`src/inc/ts_mux_consts.vh`:
```
// Purpose: constants for the transport stream routing and config block
// Assumes: 250 MHz core clock, 188-byte packets
// Notes: included by the channel config design file only
// Contract
// - Eight slots, each tied to same port
// - Mux slot drives its port as output
// - Demux slot takes its port as input
// - Off slot disables slot and port
// - Copy on even slot after mux slot
// - Up to 240 map entries, default -1
// - Default PIDs are offsets from base 48
// - VLAN 0 untagged, 1..4094 tagged
// - TTL placed into packets, 1..255 only
// - Protection fixed primary, secondary or automatic
// - Revert needs secondary fail, primary 30 s stable
// - Single-PID channel remaps PID and inserts
// - PID claimed elsewhere raises config error
// - Program 0 adds no PAT or PMT entry
// - Nonzero program needs match, adds PMT element
// - Same program numbers merge under one PAT
// - Police rate, 0 unlimited, 1..214 limit
// - Channel priority normal or low
// - Resource or constraint violation is config error
`ifndef TS_MUX_CONSTS_VH
`define TS_MUX_CONSTS_VH
`define SLOTS 8
`define TYPE_OFF 2'h0
`define TYPE_MUX 2'h1
`define TYPE_DMX 2'h2
`define TYPE_COPY 2'h3
`define MAP_ENTRIES 240
`define PID_NONE 16'hffff
`define PID_BASE 13'h0030
`define ELEM_DATA2 4'hc
`define ELEM_ECM 4'he
`define VLAN_MAX 12'h0ffe
`define TTL_MIN 8'h01
`define RATE_MAX 8'hd6
`define PKT_LAST 8'hbb
`define IDX_PID_HI 8'h01
`define IDX_PID_LO 8'h02
`define PKT_BYTES 20'h0_00bc
`define BYTE_COST 20'h0_07d0
`define CREDIT_CAP 20'hb_7980
`define PROT_PRI 2'h0
`define PROT_SEC 2'h1
`define PROT_AUTO 2'h2
`define STABLE_S 64'h0000_0000_0000_001e
`define CLK_HZ 64'h0000_0000_0ee6_b280
`endif

```
`src/design/ts_byte_fifo.v`:
```
// Purpose: small byte FIFO between packet rewrite and output
// Assumes: one clock, asynchronous active-low reset
// Notes: full flag is registered so upstream ready is a flop
`timescale 1ns/1ps
module ts_byte_fifo #(
    parameter WIDTH = 9,
    parameter DEPTH = 4,
    parameter AW = 2
) (
    input wire clk_in,
    input wire arst_n_in,
    input wire wr_valid_in,
    output wire wr_ready_out,
    input wire [WIDTH-1:0] wr_data_in,
    output wire rd_valid_out,
    input wire rd_ready_in,
    output wire [WIDTH-1:0] rd_data_out
);
    reg [WIDTH-1:0] mem [0:DEPTH-1];
    reg [AW-1:0] wp_q;
    reg [AW-1:0] rp_q;
    reg [AW:0] cnt_q;
    reg full_q;
    wire do_wr = wr_valid_in && !full_q;
    wire do_rd = rd_ready_in && (cnt_q != {(AW+1){1'b0}});
    wire [AW:0] cnt_d = cnt_q + {{AW{1'b0}}, do_wr} - {{AW{1'b0}}, do_rd};

    assign wr_ready_out = !full_q;
    assign rd_valid_out = cnt_q != {(AW+1){1'b0}};
    assign rd_data_out = mem[rp_q];

    always @(posedge clk_in) begin
        if (do_wr) begin
            mem[wp_q] <= wr_data_in;
        end
    end

    always @(posedge clk_in or negedge arst_n_in) begin
        if (!arst_n_in) begin
            wp_q <= {AW{1'b0}};
            rp_q <= {AW{1'b0}};
            cnt_q <= {(AW+1){1'b0}};
            full_q <= 1'b0;
        end else begin
            if (do_wr) begin
                wp_q <= (wp_q == DEPTH[AW-1:0] - 1'b1) ? {AW{1'b0}} :
                    wp_q + 1'b1;
            end
            if (do_rd) begin
                rp_q <= (rp_q == DEPTH[AW-1:0] - 1'b1) ? {AW{1'b0}} :
                    rp_q + 1'b1;
            end
            cnt_q <= cnt_d;
            full_q <= cnt_d == DEPTH[AW:0];
        end
    end
endmodule // ts_byte_fifo

```
`src/design/ts_channel_mux_config.v`:
```
// Purpose: slot map, PID map, channel PID insert, policing, protection
// Assumes: config inputs are static or from core logic; fail pins async
// Notes: the last two bytes of a packet leave when the next one arrives
`timescale 1ns/1ps
`include "ts_mux_consts.vh"
module ts_channel_mux_config #(
    parameter [32:0] STABLE_CYCLES = 33'h1_bf08_eb00,
    parameter FIFO_DEPTH = 4
) (
    input wire clk_in,
    input wire arst_n_in,
    // Function map
    input wire [15:0] slot_type_in,
    input wire [7:0] slot_tx_in,
    output reg [7:0] port_tx_out,
    output reg [7:0] port_drive_n_out,
    output reg [7:0] port_rx_en_out,
    output reg [7:0] slot_en_out,
    // Demux PID map
    input wire map_wr_in,
    input wire [7:0] map_wr_idx_in,
    input wire [12:0] map_wr_pid_in,
    input wire [7:0] map_rd_idx_in,
    output reg [15:0] map_rd_pid_out,
    input wire [3:0] elem_sel_in,
    output reg [15:0] def_pid_out,
    // IP interface entry
    input wire [11:0] vlan_id_in,
    input wire [7:0] ttl_in,
    output reg vlan_tagged_out,
    output reg [11:0] vlan_tag_out,
    output reg [7:0] ttl_out,
    // Data Ethernet protection
    input wire [1:0] prot_mode_in,
    input wire pri_fail_in,
    input wire sec_fail_in,
    output reg sec_sel_out,
    // Virtual channel settings
    input wire chan_is_pid_in,
    input wire [12:0] chan_match_pid_in,
    input wire [12:0] chan_pid_in,
    input wire [15:0] prog_num_in,
    input wire prog_match_in,
    input wire pid_conflict_in,
    input wire resource_over_in,
    input wire [7:0] stream_type_in,
    input wire [7:0] police_rate_in,
    input wire low_prio_in,
    output reg pat_entry_out,
    output reg pmt_elem_out,
    output reg [7:0] elem_stream_type_out,
    output reg low_prio_out,
    output reg cfg_err_out,
    // Packet stream
    input wire in_valid_in,
    input wire in_sop_in,
    input wire [7:0] in_data_in,
    output reg in_ready_out,
    output reg out_valid_out,
    output reg [7:0] out_data_out,
    input wire out_ready_in
);
    // Function map
    wire [7:0] drive_d;
    wire [7:0] rx_d;
    wire [7:0] en_d;
    wire [7:0] tx_d;
    wire [7:0] copy_bad;
    genvar gi;
    generate
        for (gi = 0; gi < `SLOTS; gi = gi + 1) begin : g_slot
            wire [1:0] ty = slot_type_in[2*gi+1:2*gi];
            // Even slots sit at odd indices; slot 1 is index 0
            wire copy_ok;
            wire prev_tx;
            if (gi % 2 == 1) begin : g_even
                assign copy_ok = ty == `TYPE_COPY &&
                    slot_type_in[2*gi-1:2*gi-2] == `TYPE_MUX;
                assign prev_tx = slot_tx_in[gi-1];
            end else begin : g_odd
                // Odd slots do not mirror their left neighbour
                assign copy_ok = 1'b0;
                assign prev_tx = 1'b0;
            end
            assign drive_d[gi] = ty == `TYPE_MUX || copy_ok;
            assign rx_d[gi] = ty == `TYPE_DMX;
            // An illegal copy leaves slot and port dark
            assign en_d[gi] = ty != `TYPE_OFF &&
                (ty != `TYPE_COPY || copy_ok);
            assign copy_bad[gi] = ty == `TYPE_COPY && !copy_ok;
            assign tx_d[gi] = copy_ok ? prev_tx :
                (ty == `TYPE_MUX) & slot_tx_in[gi];
        end
    endgenerate

    always @(posedge clk_in or negedge arst_n_in) begin
        if (!arst_n_in) begin
            port_tx_out <= 8'h00;
            port_drive_n_out <= 8'hff;
            port_rx_en_out <= 8'h00;
            slot_en_out <= 8'h00;
        end else begin
            port_tx_out <= tx_d;
            port_drive_n_out <= ~drive_d;
            port_rx_en_out <= rx_d;
            slot_en_out <= en_d;
        end
    end

    // Demux PID map; valid bits reset, contents need none
    reg [12:0] map_mem [0:`MAP_ENTRIES-1];
    reg [`MAP_ENTRIES-1:0] map_vld_q;
    always @(posedge clk_in) begin
        // Writes past the last entry are dropped
        if (map_wr_in && map_wr_idx_in < `MAP_ENTRIES) begin
            map_mem[map_wr_idx_in] <= map_wr_pid_in;
        end
    end
    always @(posedge clk_in or negedge arst_n_in) begin
        if (!arst_n_in) begin
            map_vld_q <= {`MAP_ENTRIES{1'b0}};
            map_rd_pid_out <= `PID_NONE;
            def_pid_out <= `PID_NONE;
        end else begin
            if (map_wr_in && map_wr_idx_in < `MAP_ENTRIES) begin
                map_vld_q[map_wr_idx_in] <= 1'b1;
            end
            if (map_rd_idx_in < `MAP_ENTRIES &&
                    map_vld_q[map_rd_idx_in]) begin
                map_rd_pid_out <= {3'h0, map_mem[map_rd_idx_in]};
            end else begin
                map_rd_pid_out <= `PID_NONE;
            end
            // Slot 13 between data and ECM has no default
            if (elem_sel_in <= `ELEM_DATA2 || elem_sel_in == `ELEM_ECM) begin
                def_pid_out <= {3'h0, `PID_BASE + {9'h000, elem_sel_in}};
            end else begin
                def_pid_out <= `PID_NONE;
            end
        end
    end

    // IP entry
    // 4095 is reserved and stays untagged
    wire vlan_bad = vlan_id_in > `VLAN_MAX;
    wire ttl_bad = ttl_in < `TTL_MIN;
    always @(posedge clk_in or negedge arst_n_in) begin
        if (!arst_n_in) begin
            vlan_tagged_out <= 1'b0;
            vlan_tag_out <= 12'h000;
            ttl_out <= `TTL_MIN;
        end else begin
            vlan_tagged_out <= vlan_id_in != 12'h000 && !vlan_bad;
            vlan_tag_out <= vlan_bad ? 12'h000 : vlan_id_in;
            // A zero TTL would never leave the box; hold the floor
            ttl_out <= ttl_bad ? `TTL_MIN : ttl_in;
        end
    end

    // Fail pins: three flops, change accepted when the last two agree
    reg [2:0] pf_q;
    reg [2:0] sf_q;
    reg pri_fail_q;
    reg sec_fail_q;
    reg [32:0] stable_q;
    reg state_q;
    localparam ST_PRI = 1'b0;
    localparam ST_SEC = 1'b1;
    // Timer restarts on every primary failure
    wire stable_ok = stable_q >= STABLE_CYCLES;
    always @(posedge clk_in or negedge arst_n_in) begin
        if (!arst_n_in) begin
            pf_q <= 3'h0;
            sf_q <= 3'h0;
            pri_fail_q <= 1'b0;
            sec_fail_q <= 1'b0;
            stable_q <= 33'h0_0000_0000;
            state_q <= ST_PRI;
            sec_sel_out <= 1'b0;
        end else begin
            pf_q <= {pf_q[1:0], pri_fail_in};
            sf_q <= {sf_q[1:0], sec_fail_in};
            if (pf_q[1] == pf_q[2]) begin
                pri_fail_q <= pf_q[2];
            end
            if (sf_q[1] == sf_q[2]) begin
                sec_fail_q <= sf_q[2];
            end
            if (pri_fail_q) begin
                stable_q <= 33'h0_0000_0000;
            end else if (!stable_ok) begin
                stable_q <= stable_q + 33'h0_0000_0001;
            end
            case (state_q)
                ST_PRI: begin
                    if (prot_mode_in == `PROT_AUTO && pri_fail_q) begin
                        state_q <= ST_SEC;
                    end
                end
                ST_SEC: begin
                    if (prot_mode_in != `PROT_AUTO) begin
                        state_q <= ST_PRI;
                    end else if (sec_fail_q && stable_ok) begin
                        state_q <= ST_PRI;
                    end
                end
                default: state_q <= ST_PRI;
            endcase
            case (prot_mode_in)
                `PROT_PRI: sec_sel_out <= 1'b0;
                `PROT_SEC: sec_sel_out <= 1'b1;
                `PROT_AUTO: sec_sel_out <= state_q == ST_SEC;
                default: sec_sel_out <= 1'b0;
            endcase
        end
    end

    // Channel table effects
    // A conflict only counts for a single-PID channel
    wire prog_zero = prog_num_in == 16'h0000;
    wire no_match = chan_is_pid_in && !prog_zero && !prog_match_in;
    wire rate_bad = police_rate_in > `RATE_MAX;
    always @(posedge clk_in or negedge arst_n_in) begin
        if (!arst_n_in) begin
            pat_entry_out <= 1'b0;
            pmt_elem_out <= 1'b0;
            elem_stream_type_out <= 8'h00;
            low_prio_out <= 1'b0;
            cfg_err_out <= 1'b0;
        end else begin
            // Shared numbers share one PAT entry upstream
            pat_entry_out <= !prog_zero;
            pmt_elem_out <= chan_is_pid_in && !prog_zero &&
                prog_match_in;
            elem_stream_type_out <= stream_type_in;
            low_prio_out <= low_prio_in;
            cfg_err_out <= (chan_is_pid_in && pid_conflict_in) ||
                no_match ||
                resource_over_in || (|copy_bad) || vlan_bad ||
                ttl_bad || rate_bad;
        end
    end

    // Packet path: two-byte hold so the PID is known before emitting
    reg [7:0] idx_q;
    reg [7:0] h1_q;
    reg [7:0] h2_q;
    reg fill_q;
    reg keep_q;
    reg [19:0] credit_q;
    wire fifo_ready;
    wire fifo_vld;
    wire [7:0] fifo_data;
    wire take = in_valid_in && in_ready_out;
    wire [7:0] idx_now = in_sop_in ? 8'h00 :
        (idx_q == `PKT_LAST ? idx_q : idx_q + 8'h01);
    wire at_pid = take && idx_now == `IDX_PID_LO;
    wire [12:0] pid_now = {h1_q[4:0], in_data_in};
    wire pol_ok = police_rate_in == 8'h00 ||
        credit_q >= `PKT_BYTES * `BYTE_COST;
    wire keep_d = chan_is_pid_in && !rate_bad &&
        pid_now == chan_match_pid_in && pol_ok;
    wire keep_now = (idx_now == `IDX_PID_LO) ? keep_d : keep_q;
    wire wr_vld = take && fill_q && keep_now;
    wire [19:0] credit_add = credit_q + {12'h000, police_rate_in};
    wire [19:0] credit_inc = credit_add > `CREDIT_CAP ? `CREDIT_CAP :
        credit_add;

    always @(posedge clk_in or negedge arst_n_in) begin
        if (!arst_n_in) begin
            idx_q <= `PKT_LAST;
            h1_q <= 8'h00;
            h2_q <= 8'h00;
            fill_q <= 1'b0;
            keep_q <= 1'b0;
            credit_q <= 20'h0_0000;
            in_ready_out <= 1'b0;
        end else begin
            // Full flag lags a cycle, so ready drops after each write;
            // half rate for kept bytes, but no write meets a full FIFO
            in_ready_out <= fifo_ready && !wr_vld;
            if (at_pid && keep_d && police_rate_in != 8'h00) begin
                credit_q <= credit_inc - `PKT_BYTES * `BYTE_COST;
            end else begin
                credit_q <= credit_inc;
            end
            if (take) begin
                idx_q <= idx_now;
                h2_q <= h1_q;
                if (idx_now == `IDX_PID_HI) begin
                    fill_q <= 1'b1;
                end
                if (at_pid) begin
                    keep_q <= keep_d;
                    // Only the PID bits change; flags and payload pass
                    h2_q <= keep_d ? {h1_q[7:5], chan_pid_in[12:8]} :
                        h1_q;
                    h1_q <= keep_d ? chan_pid_in[7:0] : in_data_in;
                end else begin
                    h1_q <= in_data_in;
                end
            end
        end
    end

    // Four bytes ride out short output stalls
    ts_byte_fifo #(
        .WIDTH(8),
        .DEPTH(FIFO_DEPTH),
        .AW(2)
    ) u_fifo (
        .clk_in(clk_in),
        .arst_n_in(arst_n_in),
        .wr_valid_in(wr_vld),
        .wr_ready_out(fifo_ready),
        .wr_data_in(h2_q),
        .rd_valid_out(fifo_vld),
        .rd_ready_in(!out_valid_out || out_ready_in),
        .rd_data_out(fifo_data)
    );

    always @(posedge clk_in or negedge arst_n_in) begin
        if (!arst_n_in) begin
            out_valid_out <= 1'b0;
            out_data_out <= 8'h00;
        end else if (!out_valid_out || out_ready_in) begin
            out_valid_out <= fifo_vld;
            out_data_out <= fifo_data;
        end
    end
endmodule // ts_channel_mux_config

```
`config.mk`:
```
export PLATFORM = sky130hd
export DESIGN_NAME = ts_channel_mux_config
export DESIGN_NICKNAME = d
export VERILOG_FILES = /design/src/design/ts_byte_fifo.v /design/src/design/ts_channel_mux_config.v
export VERILOG_INCLUDE_DIRS = /design/src /design/src/inc
export SDC_FILE = /design/constraint.sdc
export NUM_CORES = 2
export LEC_CHECK = 0
export ABC_AREA = 1
export ABC_CLOCK_PERIOD_IN_PS = 3950
export BUFFER_PORTS_ARGS = -buffer_cell sky130_fd_sc_hd__buf_4
export CAP_MARGIN = 15
export CORE_ASPECT_RATIO = 1.75
export CORE_MARGIN = 2
export CORE_UTILIZATION = 45
export CTS_CLUSTER_SIZE = 12
export DETAILED_ROUTE_END_ITERATION = 16
export HOLD_SLACK_MARGIN = 0.06
export SYNTH_ARGS = -nofsm -noshare
export SYNTH_HDL_FRONTEND = slang
export SYNTH_SLANG_ARGS = --single-unit
```
`constraint.sdc`:
```
create_clock -name clk_in -period 3.95 [get_ports clk_in]
set_clock_uncertainty 0.1 [all_clocks]
set_input_delay 0.395 -clock clk_in [delete_from_list [all_inputs] [get_ports clk_in]]
set_output_delay 0.395 -clock clk_in [all_outputs]
set_load 0.1 [all_outputs]
```
=== Word level (Yosys, flattened, before mapping) ===
Memories as Yosys holds them, arrays and structs flattened. A register that Yosys moved wholly into a read port is not among the register bits.
Index checks and enable logic that the tools add are counted.

* Bits in registers: 436
* RAM bits: 3,152
* Bits of input ports: 158
* Logic and storage cells: 231
* Memories kept: 2

* Add/sub/neg operators: 9
* Order comparisons: 12
* Eq/ne operators: 46
* Muxes and demuxes: 34
* Bitwise logic cells: 11
* Reductions and logical operators: 83

{| class="wikitable"
|+ Memories
! memory !! words !! bits a word !! read ports !! clocked after Yosys merged registers in !! write ports !! line !! text
|-
| map_mem || 240 || 13 || 1 || 0 || 1 || ts_channel_mux_config.v:111 || <nowiki>reg [12:0] map_mem [0:`MAP_ENTRIES-1];</nowiki>
|-
| u_fifo.mem || 4 || 8 || 1 || 1 || 1 || ts_byte_fifo.v:19 || <nowiki>reg [WIDTH-1:0] mem [0:DEPTH-1];</nowiki>
|}

{| class="wikitable"
|+ Operators with widths
! kind !! number
|-
| 240-bit bitwise OR || 1
|-
| 33-bit 2-to-1 mux || 2
|-
| 20-bit 2-to-1 mux || 2
|-
| 8-bit 2-to-1 mux || 5
|-
| 2-bit equality test, second input constant || 19
|-
| 1-bit logical AND || 38
|-
| 33-bit by 1-bit adder with 33-bit output, second input constant || 1
|-
| 33-bit >= comparator, second input constant || 1
|-
| 16-bit 2-to-1 mux || 2
|-
| 20-bit by 8-bit adder with 20-bit output || 1
|-
| 20-bit by 19-bit >= comparator with 1-bit output, second input constant || 1
|-
| 20-bit greater-than comparator, second input constant || 1
|-
| 2-bit inequality test, second input constant || 10
|-
| 20-bit by 19-bit subtractor with 20-bit output, second input constant || 1
|-
| 2-bit by 1-bit equality test with 1-bit output, second input constant || 9
|-
| 8-bit by 9-bit < comparator with 1-bit output, second input constant || 2
|-
| 1-bit logical OR || 17
|-
| 16-bit zero test || 1
|-
| 8-bit < comparator, second input constant || 2
|-
| 2-bit nonzero test || 8
|-
| 1-bit 2-to-1 mux || 14
|-
| 13-bit equality test || 1
|-
| 12-bit greater-than comparator, second input constant || 1
|-
| 1-bit zero test || 12
|-
| other kinds (30) || 43
|}

=== Logic depth before layout (Yosys ltp) ===
* Depth after elaboration: 11
* Gate-level depth with buffers: 27
* Depth with buffers taken out: 26

=== Cells and area by module ===
From an unflattened synthesis, not the netlist that was laid out.

* Cell total of the unflattened synthesis: 11,391
* Area total of the unflattened synthesis: 143,550.2 µm²

{| class="wikitable"
|+ Modules (own cells, without submodules)
! module !! instances !! cells an instance !! area an instance (µm²) !! sequential area each (µm²)
|-
| ts_channel_mux_config || 1 || 11,250 || 141,842.3 || 104,317.5
|-
| ts_byte_fifo || 1 || 141 || 1,707.9 || 1,161.1
|}

=== Least setup slack after synthesis ===
Ideal clock, no wire load.

* Path type: input port to flip-flop
* Start point: input port police_rate_in[0]
* End point: register credit_q[14]
* Library setup time: 0.118 ns
* Arrival: 3.034 ns
* Required time: 3.732 ns
* Slack: 0.697 ns
* Stages on the path: 24
* Path through: ha_1 -> fa_1 -> nand2_1 -> nand2_1 -> nand3b_1 -> nand2_2 -> nand2_1 -> nand2_1 -> nand2_2 -> nand3_2 -> nor2_4 -> nand3_1 -> nand2_1 -> nand2_4 -> inv_2 -> buf_4 -> nor2_2 -> ha_1 -> inv_1 -> nand4_2 -> nand2_1 -> nand2_1 -> xnor2_1 -> inv_1

* Word-level cells in the longest chain between the ends: 8
* Elaborated cells on any way between the ends: 15
* Classes of those cells: add/sub (2); order compare (2); mux (2); reduce/logical (9)

{| class="wikitable"
|+ Ends and longest elaborated chain
! what !! line !! text
|-
| start, declared || ts_channel_mux_config.v:47 || <nowiki>input wire [7:0] police_rate_in,</nowiki>
|-
| parallel branches: the longest is 7 deep, another holds 20-bit by 8-bit adder with 20-bit output || - ||
|-
| 20-bit 2-to-1 mux (*) || ts_channel_mux_config.v:282 || <nowiki>if (at_pid && keep_d && police_rate_in != 8'h00) begin</nowiki>
|-
| end signal, assigned || ts_channel_mux_config.v:283 || <nowiki>credit_q <= credit_inc - `PKT_BYTES * `BYTE_COST;</nowiki>
|-
| end signal, assigned || ts_channel_mux_config.v:285 || <nowiki>credit_q <= credit_inc;</nowiki>
|-
| end, declared || ts_channel_mux_config.v:250 || <nowiki>reg [19:0] credit_q;</nowiki>
|}

Mark *: on every way between the ends.
A chain may end at the register's enable or synchronous reset.

=== Worst setup path in the final report ===
* Start point: register idx_q[0]
* End point: register h2_q[3]

* Word-level cells in the longest chain between the ends: 6
* Elaborated cells on any way between the ends: 7
* Classes of those cells: add/sub (1); eq/ne (2); mux (3); reduce/logical (1)

{| class="wikitable"
|+ Ends and longest elaborated chain
! what !! line !! text
|-
| start, declared || ts_channel_mux_config.v:245 || <nowiki>reg [7:0] idx_q;</nowiki>
|-
| start signal, assigned || ts_channel_mux_config.v:271 || <nowiki>idx_q <= `PKT_LAST;</nowiki>
|-
| start signal, assigned || ts_channel_mux_config.v:288 || <nowiki>idx_q <= idx_now;</nowiki>
|-
| 8-bit by 1-bit adder with 8-bit output or 8-bit equality test (tied branches) || - ||
|-
| 8-bit 2-to-1 mux (*) || ts_channel_mux_config.v:256 || <nowiki>(idx_q == `PKT_LAST ? idx_q : idx_q + 8'h01);</nowiki>
|-
| 8-bit 2-to-1 mux (*) || ts_channel_mux_config.v:255 || <nowiki>wire [7:0] idx_now = in_sop_in ? 8'h00 :</nowiki>
|-
| 8-bit by 2-bit equality test with 1-bit output (no source line) (*) || - ||
|-
| 1-bit logical AND (no source line) (*) || - ||
|-
| 5-bit 2-to-1 mux (*) || ts_channel_mux_config.v:293 || <nowiki>if (at_pid) begin</nowiki>
|-
| end signal, assigned || ts_channel_mux_config.v:289 || <nowiki>h2_q <= h1_q;</nowiki>
|-
| end signal, assigned || ts_channel_mux_config.v:296 || <nowiki>h2_q <= keep_d ? {h1_q[7:5], chan_pid_in[12:8]} :</nowiki>
|-
| end, declared || ts_channel_mux_config.v:247 || <nowiki>reg [7:0] h2_q;</nowiki>
|}

Every way passes the cells marked *; elsewhere a longest branch is shown, timed or not.

==> flow_summary.yaml <==
logic_synthesis:
  async_flop_share_pct: 12.0
  syn_area_per_cell_sq_um: 12.6
  yosys.area.top_type: "edfxtp_1"
  synth_seq_cells: 3583
  seq_area_frac_synth_pct: 73.6
  synth_cell_types: 60
  synth_area_leaders: "edfxtp_1 (66%), o21ai_0 (7.3%), dfrtp_1 (6.9%)"
  synthCells: 11400
  syn-cell-area_sq_um: 143000
  synth_top_area_share_pct: 66.1
  ys.flop_type: "edfxtp_1"
  yosys_warnings: 0
  synth_edf_count: 3152
placement:
  post-dp-hpwl_um: 288000
  io_buffer_count: 263
  gp_congestion: 0.912
  placed_area_sq_um: 154000
critical_path:
  path_cells: "ha_2, nand3_1, nor2_2, xor2_1, nand2_1, nand4_1, nand3b_1, nand3b_1, nor2_4, buf_8, nand2_4, o21ai_0, dlygate4sd3_1, nand2_1, dlygate4sd3_1"
  slowest_delay_ns: 0.58
  slowest_stage: "dlygate4sd3_1"
  worstSetupPathType: "register to register"
  required_ns: 4.65
  cp.arrival_ns: 4.42
  endpoint_kind: "register"
  critPathMaxFanout: 10
  start_kind: "register"
  r2r_setup_slack_ns: 0.23
die:
  die_area_sq_um: 323000
  start_util_pct: 45.1
  die-height_um: 750
  core.rowCount: 274
  io_pins: 266
  core_area_sq_um: 317000
  die-width_um: 431
pwr:
  irDropWorstVdd_v: 0.000587
  pwr-share-clk_pct: 38.1
  p_total_mw: 81.8
  p_seq_share_pct: 51.6
  internal_power_mw: 61.2
  comb_power_share_pct: 10.3
  powerDensity_nw_per_um2: 493
  netSwitchingPower_mw: 20.6
  power_leakage_nw: 57.0
  swShare_pct: 25.1
detailed_routing:
  num_vias: 98900
  drc: 0
  drt-total-wl_um: 459000
  vias_per_cell: 6.02
  ant_nets: 0
  route.met2.wl_um: 227000
  first_pass_iters: 7
  wl_met3_um: 33000
  wl_met1_um: 164000
  routed.top_layer: "met5"
  wire_per_inst_um: 27.9
  drtIter0Drc: 10500
flow_run:
  timing.max_cap.violations: 0
global_route:
  track_usage_pct: 27.8
  antenna_found_initial: 16
  grt-ovfl-total: 0
  grt_pass1_vias: 97700
  grt_max_degree: 106
  grt_pass1_wl_um: 663000
sta:
  hold_viol: 0
  tightest_slew_ns: 1.18
  setup_viol: 0
  relSlewSlack_pct: 21.0
  drv_slew: 0
  rsz0062_at_grt: "no"
  fin_crit_sh_pct: 94.1
  fmax_mhz: 269
  fin_crit_ns: 3.72
cts:
  h-tree-depth: 5
  clkLatencyLatePin_ns: 0.92
  cts_buffer_depth: 4
  cts_buffers: 349
  clock_sinks: 3583
  cts_tree: "yes"
  cts_root_buffer: "clkbuf_16"
  clk_pin_slew_ns: 0.07
min_path:
  worstHoldPathType: "input port to asynchronous set/reset pin"
layout:
  fillerInstances: 26500
  drive_gt1_share_pct: 13.2
  final_area_sq_um: 166000
  area_delta_synth_final_pct: 15.7
  nNetsFinal: 12200
outcome:
  status: "finished clean"
==> placed cells by master (no fill, tap or decap), drive strengths merged, types with 2 or more instances in the layout <==
master	instances
or3	3
and3	3
o32ai	10
buf	955
o22ai	513
nor4	24
o311ai	10
dfrtp	397
inv	302
nand3b	7
conb	2
bufinv	2
o21ai	2086
a21oi	195
maj3	2
a31oi	13
o221ai	350
nand3	306
nand2	491
dlygate4sd3	178
nor3b	3
o41ai	8
o31ai	4
ha	29
clkbuf	566
diode	8
o2111ai	2
clkinv	29
or2	160
xor2	11
nand4	31
nor3	37
dfstp	34
and2	2
xnor2	14
o211ai	122
fa	2
nor2	2219
o21a	4
edfxtp	3152
==> cells by family (layout without fill, tap and decap cells) <==
kind of cell / after synthesis / count (layout) / share of synthesized area [%]
and+or+nand+nor: 3287 / 3287 / 9.44
other: 1 / 10 / 0.00262
adders and majority gates: 33 / 33 / 0.295
DFF: 3583 / 3583 / 73.6
xor gates and xnor gates: 25 / 25 / 0.153
AOI/OAI and AO/OA: 3323 / 3323 / 13.3
buffers and inverters: 1129 / 2033 / 3.19
==> Yosys cell counts, drive strengths merged (2+ instances only) <==
cell type / instances
edfxtp: 3152
nor3: 37
clkbuf: 597
nor2: 2219
o41ai: 8
a31oi: 13
nand2: 491
inv: 292
or3: 3
and2: 2
o32ai: 10
o221ai: 350
nand3b: 7
nor4: 24
xor2: 11
buf: 234
fa: 2
o21a: 4
maj3: 2
nor3b: 3
dfstp: 34
or2: 160
o311ai: 10
o211ai: 122
o22ai: 513
dfrtp: 397
a21oi: 195
o21ai: 2086
nand4: 31
nand3: 306
clkinv: 6
o2111ai: 2
and3: 3
xnor2: 14
ha: 29
o31ai: 4
==> worst paths after layout <==
| check | start | endpoint | cells after the start |
|---|---|---|---|
| hold / removal | arst_n_in | elem_stream_type_out[7] | 3 |
| min in group clk_in | chan_match_pid_in[4] | keep_q | 6 |
| max in group asynchronous | arst_n_in | map_vld_q[95] | 3 |
| setup / recovery | idx_q[0] | h2_q[3] | 15 |
| setup reg to reg | idx_q[0] | h2_q[3] | 15 |
| hold reg to reg | sf_q[0] | sf_q[1] | 0 |
==> flip-flops by register name, summed over array words and instances, names as in the netlist, 2 cells and up <==
signal,flops
port_drive_n_out,8
map_mem,3120
u_fifo.mem,32
def_pid_out,5
credit_q,20
pf_q,3
elem_stream_type_out,8
h1_q,8
port_rx_en_out,8
slot_en_out,8
sf_q,3
vlan_tag_out,12
u_fifo.wp_q,2
u_fifo.cnt_q,3
port_tx_out,8
stable_q,33
h2_q,8
out_data_out,8
idx_q,8
ttl_out,8
u_fifo.rp_q,2
map_rd_pid_out,14
map_vld_q,240
==> metrics by stage <==
step / TNS, ns / worst slack [ns] / hold slack [ns] / cells / util, %
3_3_place_gp: -0.0258 / -0.0258 / 0.249 / 15600 / 48.4
2_1_floorplan: 0 / 0.697 / -0.000591 / 11400 / -
4_1_cts: 0 / 0.0404 / 0.0792 / 16400 / 52.2
6_report: 0 / 0.234 / 0.151 / 16400 / 52.2
3_5_place_dp: 0 / 0.00200 / 0.253 / 15600 / 48.4
5_1_grt: 0 / 0.0136 / 0.166 / 16400 / 52.2
==> area by class of cell <==
| cell class | count | area, sq um | share of cell area [%] |
|---|---|---|---|
| clock inverters | 36 | 424 | 0.256 |
| diodes | 8 | 20.0 | 0.0121 |
| inverters | 298 | 1160 | 0.698 |
| flip-flops and latches | 3583 | 105000 | 63.6 |
| repair buffers | 1133 | 10400 | 6.28 |
| well taps | 4140 | 5180 | 3.12 |
| clock buffers | 566 | 9760 | 5.89 |
| multi-input cells | 6670 | 33300 | 20.1 |
==> routing by layer <==
metal	global-route usage (%)	up-vias
met5	0	-
met4	18.0	14
met3	4.03	1112
met2	47.7	4684
met1	32.6	49900
li1	-	43200
==> worst max-delay path: cells and delay by family, from the launching register on <==
kind	cells	cell delay, ns
compound gates	1	0.19
xor+xnor	1	0.07
buf+inv	3	1.26
flops	1	0.57
simple gates	9	1.21
fa+ha+maj	1	0.21
==> repair_timing <==
item / CTS / global route
hold buffers: 179 / 0
buffers inserted: 0 / 5
gates resized for setup: 0 / 13
setup endpoints to repair: 0 / 5
endpoints found under the hold margin: 1460 / 0
==> power by group through the flow <==
stage / logic (mW) / registers, mW / clock network (mW)
after detailed placement: 8.05 / 43.0 / 0
after global placement: 7.95 / 43.0 / 0
after CTS: 8.31 / 42.2 / 31.5
after global routing: 8.99 / 42.2 / 32.9
final: 8.44 / 42.2 / 31.1
after floorplan: 3.68 / 43.6 / 0
Power figures use the tool's default switching activity.
